## config.mk

```make
export PLATFORM = sky130hd
export DESIGN_NAME = adv_error_cap_uncorr_status
export DESIGN_NICKNAME = d
export VERILOG_FILES = /design/src/design/aer_pkg.sv /design/src/design/sticky_flag.sv /design/src/design/header_word.sv /design/src/design/adv_error_cap_uncorr_status.sv
export VERILOG_INCLUDE_DIRS = /design/src /design/src/design
export SDC_FILE = /design/constraint.sdc
export NUM_CORES = 1
export LEC_CHECK = 0
export BUFFER_PORTS_ARGS = -buffer_cell sky130_fd_sc_hd__buf_2
export CAP_MARGIN = 15
export CORE_ASPECT_RATIO = 0.5
export CORE_MARGIN = 2
export CORE_UTILIZATION = 49
export CTS_CLUSTER_DIAMETER = 50
export DETAILED_ROUTE_END_ITERATION = 12
export PLACE_DENSITY = 0.83
export SLEW_MARGIN = 20
export SYNTH_ARGS = -nofsm -noshare
export SYNTH_HDL_FRONTEND = slang
export SYNTH_HIERARCHICAL = 1
export SYNTH_SLANG_ARGS = --single-unit
export TNS_END_PERCENT = 30
```

## constraint.sdc

```tcl
create_clock -name clk -period 1.1 [get_ports clk]
set_clock_uncertainty 0.1 [all_clocks]
set_input_delay 0.22 -clock clk [delete_from_list [all_inputs] [get_ports clk]]
set_output_delay 0.22 -clock clk [all_outputs]
set_load 0.01 [all_outputs]
```

## src/design/aer_cfg.svh

```systemverilog
// constants for the error capability header and uncorrectable flag register
// Functional notes
// - header bits 15:0 read as fixed capability identifier 0001h
// - header bits 19:16 read as fixed version 1h
// - header bits 31:20 hold next pointer, 000h or above 0FFh
// - header sits at offset 00h, flag register at offset 04h
// - hardware sets a flag on error; writing 1 clears, writing 0 keeps
// - unimplemented flag positions read 0 and ignore writes
// - optional errors present alike in status, mask and severity or absent
// - bit 0 is obsolete; reads undefined, writes have no effect
// - bit 4 link protocol violation flag always present, default 0
// - bit 5 optional link loss flag, default 0
// - bits 12, 18, 20 poisoned, malformed, unsupported flags always present
// - bit 16 unmatched completion flag always present, default 0
// - bit 13 optional flow control violation flag, default 0
// - bit 15 optional completer abort flag, default 0
// - bit 17 optional receive overflow flag, default 0
// - bit 19 optional end-to-end crc failure flag, default 0
// - bit 14 completion timeout; hardwired 0 on switch port without own requests
`ifndef AER_CFG_SVH
`define AER_CFG_SVH
`define CAP_ID_VALUE 16'h0001
`define CAP_VERSION_VALUE 4'h1
`define NEXT_PTR_END 12'h000
`define NEXT_PTR_MIN 12'h0FF
`define HEADER_OFFSET 10'h000
`define FLAGS_OFFSET 10'h001
`define BIT_OBSOLETE 0
`define BIT_LINK_PROTOCOL 4
`define BIT_LINK_LOSS 5
`define BIT_POISONED 12
`define BIT_FLOW_CONTROL 13
`define BIT_CPL_TIMEOUT 14
`define BIT_COMPLETER_ABORT 15
`define BIT_UNEXPECTED_CPL 16
`define BIT_RX_OVERFLOW 17
`define BIT_MALFORMED 18
`define BIT_CRC_FAIL 19
`define BIT_UNSUPPORTED 20
`define FLAG_RESET 1'h0
`define ZERO_WORD 32'h0000_0000
`endif

```

## src/design/aer_pkg.sv

```systemverilog
// types shared by the error capability block
package aer_pkg;
  typedef logic [31:0] word_type;
  typedef logic [9:0] dword_index_type;
endpackage

```

## src/design/sticky_flag.sv

```systemverilog
// one sticky write-one-to-clear flag, or a hardwired zero
`timescale 1ns/1ps
`default_nettype none
`include "aer_cfg.svh"
module sticky_flag #(
  parameter bit PRESENT = 1'b1
) (
  input wire logic clk,
  input wire logic reset,
  input wire logic set_pulse,
  input wire logic clear_pulse,
  output logic flag
);
  logic state;
  logic next_state;

  always_comb begin
    // set wins over a clear in the same cycle
    next_state = set_pulse | (state & ~clear_pulse);
  end

  // only power-on reset reaches this flop
  always_ff @(posedge clk or posedge reset) begin
    if (reset) begin
      state <= `FLAG_RESET;
    end else begin
      state <= next_state;
    end
  end

  assign flag = PRESENT ? state : 1'b0;
endmodule
`default_nettype wire

```

## src/design/header_word.sv

```systemverilog
// read-only capability header word
`timescale 1ns/1ps
`default_nettype none
`include "aer_cfg.svh"
module header_word
  import aer_pkg::*;
#(
  parameter logic [11:0] NEXT_PTR = `NEXT_PTR_END
) (
  output word_type value
);
  assign value = {NEXT_PTR, `CAP_VERSION_VALUE, `CAP_ID_VALUE};
endmodule
`default_nettype wire

```

## src/design/adv_error_cap_uncorr_status.sv

```systemverilog
// advanced error capability header and uncorrectable error flag register
`timescale 1ns/1ps
`default_nettype none
`include "aer_cfg.svh"
module adv_error_cap_uncorr_status
  import aer_pkg::*;
#(
  parameter logic [11:0] NEXT_PTR = `NEXT_PTR_END,
  parameter bit HAS_LINK_LOSS = 1'b1,
  parameter bit HAS_FLOW_CONTROL = 1'b1,
  parameter bit HAS_CPL_TIMEOUT = 1'b1,
  parameter bit HAS_COMPLETER_ABORT = 1'b1,
  parameter bit HAS_RX_OVERFLOW = 1'b1,
  parameter bit HAS_CRC_FAIL = 1'b1
) (
  input wire logic clk,
  input wire logic reset,
  input wire logic cfg_read,
  input wire logic cfg_write,
  input wire dword_index_type cfg_index,
  input wire word_type cfg_write_data,
  input wire logic [3:0] cfg_byte_enable,
  output word_type cfg_read_data,
  output logic cfg_read_valid,
  input wire logic err_link_protocol,
  input wire logic err_link_loss,
  input wire logic err_poisoned,
  input wire logic err_flow_control,
  input wire logic err_cpl_timeout,
  input wire logic err_completer_abort,
  input wire logic err_unexpected_cpl,
  input wire logic err_rx_overflow,
  input wire logic err_malformed,
  input wire logic err_crc_fail,
  input wire logic err_unsupported,
  output word_type error_flags
);
  // next pointer must end the list or lie past the legacy space
  localparam bit PTR_OK = (NEXT_PTR == `NEXT_PTR_END) || (NEXT_PTR > `NEXT_PTR_MIN);
  // an illegal pointer is dropped so software never walks off the list
  localparam logic [11:0] PTR_USED = PTR_OK ? {NEXT_PTR[11:2], 2'b00} : `NEXT_PTR_END;

  // positions that own a flag slot, optional ones included
  localparam word_type SLOT_MASK =
    (word_type'(1'b1) << `BIT_LINK_PROTOCOL) |
    (word_type'(1'b1) << `BIT_LINK_LOSS) |
    (word_type'(1'b1) << `BIT_POISONED) |
    (word_type'(1'b1) << `BIT_FLOW_CONTROL) |
    (word_type'(1'b1) << `BIT_CPL_TIMEOUT) |
    (word_type'(1'b1) << `BIT_COMPLETER_ABORT) |
    (word_type'(1'b1) << `BIT_UNEXPECTED_CPL) |
    (word_type'(1'b1) << `BIT_RX_OVERFLOW) |
    (word_type'(1'b1) << `BIT_MALFORMED) |
    (word_type'(1'b1) << `BIT_CRC_FAIL) |
    (word_type'(1'b1) << `BIT_UNSUPPORTED);

  // one presence set, meant to be shared with mask and severity words
  localparam word_type PRESENT_MASK =
    (word_type'(1'b1) << `BIT_LINK_PROTOCOL) |
    (word_type'(HAS_LINK_LOSS) << `BIT_LINK_LOSS) |
    (word_type'(1'b1) << `BIT_POISONED) |
    (word_type'(HAS_FLOW_CONTROL) << `BIT_FLOW_CONTROL) |
    (word_type'(HAS_CPL_TIMEOUT) << `BIT_CPL_TIMEOUT) |
    (word_type'(HAS_COMPLETER_ABORT) << `BIT_COMPLETER_ABORT) |
    (word_type'(1'b1) << `BIT_UNEXPECTED_CPL) |
    (word_type'(HAS_RX_OVERFLOW) << `BIT_RX_OVERFLOW) |
    (word_type'(1'b1) << `BIT_MALFORMED) |
    (word_type'(HAS_CRC_FAIL) << `BIT_CRC_FAIL) |
    (word_type'(1'b1) << `BIT_UNSUPPORTED);

  word_type header_value;
  word_type set_vec;
  word_type byte_mask;
  word_type clear_vec;
  wire word_type flags;

  logic header_hit;
  logic flags_hit;
  logic read_header;
  logic read_flags;
  logic flag_write;

  word_type next_read_data;
  logic next_read_valid;
  word_type read_data;
  logic read_valid;

  header_word #(
    .NEXT_PTR(PTR_USED)
  ) u_header (
    .value(header_value)
  );

  // word decode shared by the read and write paths
  always_comb begin
    header_hit = (cfg_index == `HEADER_OFFSET);
    flags_hit = (cfg_index == `FLAGS_OFFSET);
    read_header = cfg_read && header_hit;
    read_flags = cfg_read && flags_hit;
    flag_write = cfg_write && flags_hit;
  end

  // detector pulses lined up with their register bits
  always_comb begin
    set_vec = `ZERO_WORD;
    set_vec[`BIT_LINK_PROTOCOL] = err_link_protocol;
    set_vec[`BIT_LINK_LOSS] = err_link_loss;
    set_vec[`BIT_POISONED] = err_poisoned;
    set_vec[`BIT_FLOW_CONTROL] = err_flow_control;
    set_vec[`BIT_CPL_TIMEOUT] = err_cpl_timeout;
    set_vec[`BIT_COMPLETER_ABORT] = err_completer_abort;
    set_vec[`BIT_UNEXPECTED_CPL] = err_unexpected_cpl;
    set_vec[`BIT_RX_OVERFLOW] = err_rx_overflow;
    set_vec[`BIT_MALFORMED] = err_malformed;
    set_vec[`BIT_CRC_FAIL] = err_crc_fail;
    set_vec[`BIT_UNSUPPORTED] = err_unsupported;
    // absent detectors never reach storage, so those flops stay quiet
    set_vec = set_vec & PRESENT_MASK;
  end

  always_comb begin
    byte_mask = {{8{cfg_byte_enable[3]}}, {8{cfg_byte_enable[2]}},
                 {8{cfg_byte_enable[1]}}, {8{cfg_byte_enable[0]}}};
    // header and unmapped writes clear nothing
    clear_vec = flag_write ? (cfg_write_data & byte_mask) : `ZERO_WORD;
    // bit 0 holds no state, so a write there has nothing to clear
    clear_vec[`BIT_OBSOLETE] = 1'b0;
  end

  // link protocol violation, always present
  sticky_flag #(
    .PRESENT(PRESENT_MASK[`BIT_LINK_PROTOCOL])
  ) u_link_protocol (
    .clk(clk),
    .reset(reset),
    .set_pulse(set_vec[`BIT_LINK_PROTOCOL]),
    .clear_pulse(clear_vec[`BIT_LINK_PROTOCOL]),
    .flag(flags[`BIT_LINK_PROTOCOL])
  );

  // link loss, optional
  sticky_flag #(
    .PRESENT(PRESENT_MASK[`BIT_LINK_LOSS])
  ) u_link_loss (
    .clk(clk),
    .reset(reset),
    .set_pulse(set_vec[`BIT_LINK_LOSS]),
    .clear_pulse(clear_vec[`BIT_LINK_LOSS]),
    .flag(flags[`BIT_LINK_LOSS])
  );

  // poisoned packet, always present
  sticky_flag #(
    .PRESENT(PRESENT_MASK[`BIT_POISONED])
  ) u_poisoned (
    .clk(clk),
    .reset(reset),
    .set_pulse(set_vec[`BIT_POISONED]),
    .clear_pulse(clear_vec[`BIT_POISONED]),
    .flag(flags[`BIT_POISONED])
  );

  // flow control violation, optional
  sticky_flag #(
    .PRESENT(PRESENT_MASK[`BIT_FLOW_CONTROL])
  ) u_flow_control (
    .clk(clk),
    .reset(reset),
    .set_pulse(set_vec[`BIT_FLOW_CONTROL]),
    .clear_pulse(clear_vec[`BIT_FLOW_CONTROL]),
    .flag(flags[`BIT_FLOW_CONTROL])
  );

  // completion timeout, tied off on a switch port without own requests
  sticky_flag #(
    .PRESENT(PRESENT_MASK[`BIT_CPL_TIMEOUT])
  ) u_cpl_timeout (
    .clk(clk),
    .reset(reset),
    .set_pulse(set_vec[`BIT_CPL_TIMEOUT]),
    .clear_pulse(clear_vec[`BIT_CPL_TIMEOUT]),
    .flag(flags[`BIT_CPL_TIMEOUT])
  );

  // completer abort, optional
  sticky_flag #(
    .PRESENT(PRESENT_MASK[`BIT_COMPLETER_ABORT])
  ) u_completer_abort (
    .clk(clk),
    .reset(reset),
    .set_pulse(set_vec[`BIT_COMPLETER_ABORT]),
    .clear_pulse(clear_vec[`BIT_COMPLETER_ABORT]),
    .flag(flags[`BIT_COMPLETER_ABORT])
  );

  // completion with no outstanding request, always present
  sticky_flag #(
    .PRESENT(PRESENT_MASK[`BIT_UNEXPECTED_CPL])
  ) u_unexpected_cpl (
    .clk(clk),
    .reset(reset),
    .set_pulse(set_vec[`BIT_UNEXPECTED_CPL]),
    .clear_pulse(clear_vec[`BIT_UNEXPECTED_CPL]),
    .flag(flags[`BIT_UNEXPECTED_CPL])
  );

  // receive buffer overflow, optional
  sticky_flag #(
    .PRESENT(PRESENT_MASK[`BIT_RX_OVERFLOW])
  ) u_rx_overflow (
    .clk(clk),
    .reset(reset),
    .set_pulse(set_vec[`BIT_RX_OVERFLOW]),
    .clear_pulse(clear_vec[`BIT_RX_OVERFLOW]),
    .flag(flags[`BIT_RX_OVERFLOW])
  );

  // malformed packet, always present
  sticky_flag #(
    .PRESENT(PRESENT_MASK[`BIT_MALFORMED])
  ) u_malformed (
    .clk(clk),
    .reset(reset),
    .set_pulse(set_vec[`BIT_MALFORMED]),
    .clear_pulse(clear_vec[`BIT_MALFORMED]),
    .flag(flags[`BIT_MALFORMED])
  );

  // end-to-end crc failure, optional
  sticky_flag #(
    .PRESENT(PRESENT_MASK[`BIT_CRC_FAIL])
  ) u_crc_fail (
    .clk(clk),
    .reset(reset),
    .set_pulse(set_vec[`BIT_CRC_FAIL]),
    .clear_pulse(clear_vec[`BIT_CRC_FAIL]),
    .flag(flags[`BIT_CRC_FAIL])
  );

  // unsupported request, always present
  sticky_flag #(
    .PRESENT(PRESENT_MASK[`BIT_UNSUPPORTED])
  ) u_unsupported (
    .clk(clk),
    .reset(reset),
    .set_pulse(set_vec[`BIT_UNSUPPORTED]),
    .clear_pulse(clear_vec[`BIT_UNSUPPORTED]),
    .flag(flags[`BIT_UNSUPPORTED])
  );

  // positions without a slot read as zero and ignore writes
  for (genvar k = 0; k < $bits(word_type); k++) begin : g_unused
    if (!SLOT_MASK[k]) begin : g_zero
      assign flags[k] = 1'b0;
    end
  end

  always_comb begin
    next_read_valid = cfg_read;
    next_read_data = `ZERO_WORD;
    if (read_header) begin
      next_read_data = header_value;
    end else if (read_flags) begin
      next_read_data = flags;
    end else begin
      // unmapped words and idle cycles read as zero
      next_read_data = `ZERO_WORD;
    end
  end

  always_ff @(posedge clk or posedge reset) begin
    if (reset) begin
      read_data <= `ZERO_WORD;
      read_valid <= 1'b0;
    end else begin
      read_data <= next_read_data;
      read_valid <= next_read_valid;
    end
  end

  assign cfg_read_data = read_data;
  assign cfg_read_valid = read_valid;
  assign error_flags = flags;
endmodule
`default_nettype wire

```

==> results of run 1 <==
## per-layer routing
layer  vias up  track usage
met3        36       0.0544
met1      1153        0.271
li1        995            -
met2       145        0.384
met5         -            0
met4         0        0.116
## what timing repair did
action	4_1_cts	5_1_grt
resized for setup	28	23
hold buffers	1	0
endpoints found under the hold margin	24	0
buffers inserted	4	8
pin swaps	15	8
endpoints found under the setup margin	46	84
cloned	4	1
## synthesized netlist by cell type
cell type | instances | share of area
nand4b_1 | 11 | 0.034
nor4_1 | 2 | 0.0044
nand2b_1 | 1 | 0.0022
a21o_1 | 11 | 0.029
or4_4 | 1 | 0.0040
inv_1 | 25 | 0.033
buf_2 | 2 | 0.0035
or4_1 | 1 | 0.0027
or3_1 | 1 | 0.0022
buf_6 | 6 | 0.024
dfrtp_1 | 44 | 0.39
buf_4 | 54 | 0.14
or4bb_1 | 21 | 0.084
clkbuf_1 | 9 | 0.012
conb_1 | 3 | 0.0040
mux2i_1 | 11 | 0.039
nor4_2 | 41 | 0.18
buf_1 | 4 | 0.0053
## how the worst max path moves through the flow
stage                                   to  slack, ps
floorplan               u_unsupported/flag       -450
global placement           u_crc_fail/flag       -620
detailed placement  u_completer_abort/flag       -640
CTS                     u_cpl_timeout/flag       -280
global route              u_link_loss/flag       -360
finish                    u_link_loss/flag       -360
## per-stage QoR
step / TNS [ps] / total power, uW / utilization
3_5_place_dp: -13770 / 2070 / 0.572
5_1_grt: -7610 / 4080 / 0.681
4_1_cts: -4790 / 3860 / 0.643
6_report: -6470 / 3970 / 0.681
2_1_floorplan: -8810 / 2060 / -
3_3_place_gp: -13130 / 2050 / 0.572
## layout make-up
| type | instances | area [um^2] | share of cell area |
|---|---|---|---|
| clock inverter | 2 | 38.8 | 0.0103 |
| multi-input combinational | 159 | 1490 | 0.395 |
| tap | 73 | 91.3 | 0.0243 |
| timing repair buffer | 118 | 807 | 0.215 |
| clock buffer | 6 | 139 | 0.0370 |
| inverter | 25 | 93.8 | 0.0250 |
| sequential | 44 | 1100 | 0.293 |
## layout by cell type (no fill, tap or decap)
cell type       n
dlygate4sd3_1   1
or4bb_1        21
buf_6          17
mux2i_1        11
bufinv_16       1
clkinv_4        1
buf_8           3
or4_4           7
nand4b_1       11
dfrtp_1        44
nor4_4         15
buf_12          1
or3_1           1
buf_2          72
a21o_1         11
nor4_2         28
nand2b_1        1
buf_4          24
inv_1          25
clkbuf_16       5
clkbuf_8        1
conb_1         53
## logic make-up after synthesis
logic type	share of synthesized area
buffers and inverters	0.222
multiplexers	0.0390
flip-flops	0.390
AO/OA/AOI/OAI	0.0293
AND/OR/NAND/NOR	0.315
other	0.00399
## registers in the layout (all words and copies together) (netlist names)
register,flops
u_flow_control/flag,1
u_unexpected_cpl/flag,1
u_cpl_timeout/flag,1
u_unsupported/flag,1
cfg_read_data,32
u_crc_fail/flag,1
u_rx_overflow/flag,1
u_link_loss/flag,1
u_link_protocol/flag,1
u_poisoned/flag,1
u_completer_abort/flag,1
u_malformed/flag,1
cfg_read_valid,1
## power breakdown
group,internal (uW),switching (uW)
logic,203,358
registers,1620,0.680
clock network,1140,647
total,2960,1010
==> impl_metrics.toml, run 1 <==
[outcome]
status = "finished with violations"
failed_checks = "negative setup slack"

[power]
ir_drop_uv = 677
p_leak_uw = 0.00172
power_per_cell_area_nw_per_um2 = 1060

[sta]
fin_ws_ps = -359
rsz0062_at_grt = "yes"
final_max_slew_viol_count = 0
max_freq_mhz = 686
layout_min_cycle_time_ps = 1460
finalCritPeriodShare = 1.33
setup_viol = 57
holdWs_ps = 7.16
hold_viol_final = 0

[logic_synthesis]
ys_types = 18
synthCells = 248
synth_seq_cells = 44
syn_area_per_cell_um2 = 11.4
syn-cell-area_um2 = 2820
ys_seq_area_frac = 0.390
yosys_warnings = 6

[place]
post-place-cells = 401
portBuffers = 82
place_congestion = 0.770
dpl_cell_area_um2 = 3150
dp_hpwl_mm = 4.32
dpl_worst_slack_ps = -639

[drt]
wl_per_cell_um = 19.7
vias = 2329
met1_length_mm = 3.25
avgViaCountPerCell = 5.45
drtAntennaViolNets = 0
drc = 0
wl_mm = 8.40
wl_met2_mm = 4.14
dr_wl_met3_um = 664
firstDrtPassIters = 4
drt_first_iter_violations = 169
top_layer_used = "met4"

[clock_network]
cts_root_buffer = "clkbuf_16"
h-tree-depth = 2
clkLatencyLatePin_ps = 290
cts_made_buffers = 5
clockBufferDepth = 2
cts_tree = "yes"
cts_sinks = 44
clkTransAtPathRegs_ps = 60

[critical_path]
ff2ff_setup_slack_ps = 60
crit_type = "in -> reg"
cp-end-kind = "flip-flop"
crit_chain = "buf_8 -> or4_4 -> nor4_2 -> inv_1 -> a21o_1"
crit_buf_inv = 2
critPathSlowestCell = "or4_4"
r2r-end = "cfg_read_data[14]"
start_kind = "input port"
r2r-start = "u_cpl_timeout/flag"
crit_arrival_ps = 1540
reg2regPathDepth = 3
max_stage_delay_ps = 670
startpoint = "cfg_index[9]"
cp_max_fo = 10
cp.required_ps = 1180
path_depth = 5
critPathTopFamily = "simple AND/OR/NAND/NOR gates"

[global_route]
first_global_vias = 2217
antenna_found_initial = 0
track_usage = 0.224
grt_max_degree = 22
grt_pass1_wl_mm = 11.1
grt-ovfl-total = 0

[hold_path]
hold_end = "u_rx_overflow/flag"
holdCritStartpoint = "err_rx_overflow"
worstHoldPathType = "in -> reg"
hold_depth = 2

[final_layout]
area_delta_synth_final_pct = 33.2
layout.nets = 414
stdcell_area_um2 = 3760
drive_gt1_frac = 0.494
stdcell_count = 427
antenna_cells_inserted = 0
n_fill_cell = 366

[floorplanning]
ios = 126
start_util = 0.511
dieArea_um2 = 6420
core_area_um2 = 5520
die_w_um = 111
row_count = 19
dieHeight_um = 57.6

[flow_run]
maxCapViolations = 0
Note: power is estimated with default switching activity, not from simulation.
==> inputs of run 2 (changes only) <==
- CORE_UTILIZATION: 49 -> 44
- PLACE_DENSITY: 0.83 -> 0.78
- clock period: 1.1 -> 1.2 ns (I/O delays scaled with it)
==> impl_metrics.toml, run 2 (synthesis results as in run 1) <==
[drt]
drt_first_iter_violations = 91
drc = 0
firstDrtPassIters = 4
wl_per_cell_um = 14.4
avgViaCountPerCell = 4.74
drtAntennaViolNets = 0
vias = 1999
wl_mm = 6.08

[sta]
rsz0062_at_grt = "yes"
tns_ps = -3210
finalCritPeriodShare = 1.19
layout_min_cycle_time_ps = 1430
max_freq_mhz = 699
final_max_slew_viol_count = 0
holdWs_ps = 34.7
hold_viol_final = 0
setup_viol = 23
fin_ws_ps = -232

[critical_path]
start_kind = "input port"
crit_arrival_ps = 1510
max_stage_delay_ps = 640
crit_buf_inv = 2
r2r-start = "u_completer_abort/flag"
cp_max_fo = 8
critPathSlowestCell = "or4_4"
cp.required_ps = 1280
crit_type = "in -> reg"
r2r-end = "cfg_read_data[15]"
reg2regPathDepth = 2
ff2ff_setup_slack_ps = 260
crit_chain = "buf_8 -> or4_4 -> nor4_4 -> inv_1 -> a21o_1"
cp-end-kind = "flip-flop"
critPathTopFamily = "simple AND/OR/NAND/NOR gates"

[outcome]
status = "finished with violations"
failed_checks = "negative setup slack"

[global_route]
grt_use_met1 = 0.206
globalRouteMet2Util = 0.308
first_global_vias = 1857
track_usage = 0.168
grt_busiest_layer = "met2"
antenna_found_initial = 0
grt-ovfl-total = 0
grt_max_degree = 25
grt_pass1_wl_mm = 9.00
grt.met3_usage = 0.0280

[place]
place_congestion = 0.851
portBuffers = 82
dp_hpwl_mm = 4.22

[power]
finalPower_uw = 3270
p_int_uw = 2470
ir_drop_uv = 461
power_per_cell_area_nw_per_um2 = 955
pwr-share-clk = 0.416
p_switching_uw = 799
p_comb_frac = 0.129
seq_power_share = 0.455
swShare = 0.245
p_leak_uw = 0.00156

[hold_path]
hold_depth = 2
holdCritStartpoint = "err_cpl_timeout"
worstHoldPathType = "in -> reg"
hold_end = "u_cpl_timeout/flag"

[clock_network]
clkLatencyLatePin_ps = 280
cts_made_buffers = 5
cts_tree = "yes"
h-tree-depth = 2
clkTransAtPathRegs_ps = 60
cts_sinks = 44
clockBufferDepth = 2
cts_root_buffer = "clkbuf_16"

[final_layout]
layout_common_cells = "buf_2, conb_1, dfrtp_1"
antenna_cells_inserted = 0
final_common_cell = "buf_2"
largest_reg_flops = 32
drive_gt1_frac = 0.461
area_delta_synth_final_pct = 21.3
layout.nets = 394

[floorplanning]
dieArea_um2 = 7100
row_count = 20
dieHeight_um = 60.6
core_area_um2 = 6130
start_util = 0.460
die_w_um = 117
ios = 126

[flow_run]
maxCapViolations = 0
run 2: cell count changes in the layout (fill, tap and decap cells not counted), moves of 2 or more:
cell,before,now
buf_6,17,6
buf_4,24,14
nor4_2,28,38
nor4_4,15,5
buf_2,72,79
or4_4,7,3
buf_8,3,1
run 2: through the flow:
step                worst slack (ps)   util  area [um^2]  std cells
floorplan                       -373      -         3030        298
global placement                -508  0.512         3140        410
detailed placement              -551  0.512         3140        410
CTS                             -191  0.546         3350        420
global route                    -259  0.558         3420        422
finish                          -232  0.558         3420        422
run 2: cell type report:
type	count	area (um^2)
Clock buffer	7	143
Clock inverter	1	7.51
Fill cell	519	2710
Inverter	25	93.8
Multi-Input combinational cell	155	1350
Sequential cell	44	1100
Tap cell	88	110
Timing Repair Buffer	102	613
run 2: power by group through the flow:
stage | Combinational [uW] | Clock [uW] | Sequential [uW]
3_5_place_dp | 379 | 0 | 1510
6_report | 422 | 1360 | 1490
3_3_place_gp | 364 | 0 | 1510
5_1_grt | 460 | 1440 | 1490
4_1_cts | 398 | 1380 | 1490
2_1_floorplan | 374 | 0 | 1510
run 2: routing by layer:
| metal | share of wire | vias to the layer above |
|---|---|---|
| li1 | - | 939 |
| met1 | 0.41 | 987 |
| met2 | 0.52 | 64 |
| met3 | 0.053 | 9 |
| met4 | 0.018 | 0 |
| met5 | 0 | - |
run 2: repair_timing:
action                                  CTS  global route
pin swaps                                 6             4
cloned                                    1             0
gates resized for setup                   9             9
endpoints found under the hold margin    11             0
endpoints found under the setup margin   23            23
setup buffers                             0             2
hold buffers                              1             0
run 2: worst register-to-register path, delay by kind of cell (launching register included):
kind | cells | cell delay, ps
flops | 1 | 390
mux | 1 | 260
simple gates | 1 | 80
run 2: worst max path at each step:
stage | from | end | slack [ps] | cells after the start
detailed placement | cfg_index[3] | u_unsupported/flag | -550 | 5
global placement | cfg_index[3] | u_flow_control/flag | -510 | 5
CTS | cfg_index[5] | u_unsupported/flag | -190 | 5
global route | cfg_index[5] | u_cpl_timeout/flag | -260 | 5
finish | cfg_index[5] | u_unsupported/flag | -230 | 5
floorplan | cfg_index[6] | u_unsupported/flag | -370 | 6
==> inputs of run 3 (changes only) <==
- RECOVER_POWER: not set -> 50
==> impl_metrics.toml, run 3 (synthesis results as in run 1) <==
[outcome]
status = "finished with violations"
failed_checks = "negative setup slack"

[sta]
finalCritPeriodShare = 1.19
rsz0062_at_grt = "yes"
layout_min_cycle_time_ps = 1430
max_freq_mhz = 699
holdWs_ps = 34.6
fin_ws_ps = -231
final_max_slew_viol_count = 0
setup_viol = 23
tightestPinTransition_ps = 598
hold_viol_final = 0
relSlewSlack = 0.602

[critical_path]
critPathCapture = "u_unsupported/flag"
r2r-end = "cfg_read_data[15]"
cp_max_fo = 8
crit_buf_inv = 2
critPathSlowestCell = "or4_4"
crit_type = "in -> reg"
cp.required_ps = 1280
path_depth = 5
critPathTopFamily = "simple AND/OR/NAND/NOR gates"
crit_chain = "buf_8 -> or4_4 -> nor4_4 -> inv_1 -> a21o_1"
reg2regPathDepth = 2
r2r-start = "u_completer_abort/flag"
max_stage_delay_ps = 640
crit_arrival_ps = 1510
startpoint = "cfg_index[5]"
start_kind = "input port"
ff2ff_setup_slack_ps = 260
cp-end-kind = "flip-flop"

[floorplanning]
core_area_um2 = 6130
ios = 126
dieHeight_um = 60.6
row_count = 20
dieArea_um2 = 7100
start_util = 0.460
die_w_um = 117

[global_route]
grt_pass1_wl_mm = 9.00
grt_max_degree = 25
first_global_vias = 1857
grt-ovfl-total = 0
track_usage = 0.168
antenna_found_initial = 0

[power]
ir_drop_uv = 461
pwr-share-clk = 0.416
p_switching_uw = 798
power_per_cell_area_nw_per_um2 = 956
p_int_uw = 2470
seq_power_share = 0.455
swShare = 0.245
finalPower_uw = 3260
p_leak_uw = 0.00156
p_comb_frac = 0.129

[final_layout]
n_fill_cell = 519
stdcell_area_um2 = 3420
layout.nets = 394
final_common_cell = "buf_2"
drive_gt1_frac = 0.455
seq_area_um2 = 1100
area_delta_synth_final_pct = 21.1
layout_common_cells = "buf_2, conb_1, dfrtp_1"
antenna_cells_inserted = 0
largest_reg_flops = 32
multi_input_area_um2 = 1350

[clock_network]
cts_sinks = 44
cts_made_buffers = 5
h-tree-depth = 2
cts_root_buffer = "clkbuf_16"
cts_tree = "yes"
clockBufferDepth = 2
clkLatencyLatePin_ps = 280
clkTransAtPathRegs_ps = 60

[place]
dp_hpwl_mm = 4.22
portBuffers = 82
dpl_cell_area_um2 = 3140
dpl_worst_slack_ps = -551
place_congestion = 0.851

[flow_run]
maxCapViolations = 0

[drt]
wl_mm = 6.07
drc = 0
drtAntennaViolNets = 0
firstDrtPassIters = 4
drt_first_iter_violations = 92
wl_per_cell_um = 14.4
avgViaCountPerCell = 4.73
vias = 1997

[hold_path]
worstHoldPathType = "in -> reg"
hold_depth = 2
==> run 3: cell types whose count changed in the layout (fill, tap and decap cells not counted), sizes merged <==
cell,delta
clkbuf,+2
buf,-2
==> run 3: through the flow <==
step / TNS, ps / util / std cells
2_1_floorplan: -6970 / - / 298
3_3_place_gp: -10540 / 0.512 / 410
3_5_place_dp: -11050 / 0.512 / 410
4_1_cts: -2820 / 0.546 / 420
5_1_grt: -4430 / 0.557 / 422
6_report: -3210 / 0.557 / 422
==> run 3: repair_timing <==
| item | 4_1_cts | 5_1_grt |
|---|---|---|
| pin swaps | 6 | 4 |
| gates cloned | 1 | 0 |
| resized for setup | 9 | 9 |
| buffers inserted | 0 | 2 |
| hold buffers | 1 | 0 |
| setup endpoints to repair | 23 | 23 |
| hold endpoints to repair | 11 | 0 |
==> run 3: how the worst min path moves through the flow <==
stage | end | slack [ps] | from
4_1_cts | u_cpl_timeout/flag | 30 | err_cpl_timeout
3_3_place_gp | u_poisoned/flag | 90 | reset
2_1_floorplan | u_completer_abort/flag | -130 | reset
6_report | u_cpl_timeout/flag | 30 | err_cpl_timeout
5_1_grt | u_link_loss/flag | 40 | err_link_loss
3_5_place_dp | u_link_loss/flag | 100 | reset
==> run 3: cell type report <==
cell class / instances / area share
clock inverter: 1 / 0.00220
timing repair buffer: 102 / 0.178
inverter: 25 / 0.0275
multi-input combinational: 155 / 0.396
tap: 88 / 0.0322
sequential: 44 / 0.322
clock buffer: 7 / 0.0418
==> run 3: worst reg2reg max path, stage by stage (launching register included) <==
cell and delay (ps):
dfrtp_1 390, mux2i_1 260, nor4_4 80
==> run 3: layer usage <==
metal	routed length, um	global-route usage	up-vias
met3	331	0.0280	9
met2	3160	0.308	68
li1	-	-	939
met4	110	0.0571	0
met1	2460	0.206	981
met5	0	0	-
==> run 3: power by group through the flow <==
stage / clock network [uW] / logic (uW) / registers (uW)
finish: 1360 / 420 / 1490
global route: 1440 / 458 / 1490
CTS: 1380 / 398 / 1490
detailed placement: 0 / 379 / 1510
global placement: 0 / 364 / 1510
floorplan: 0 / 374 / 1510
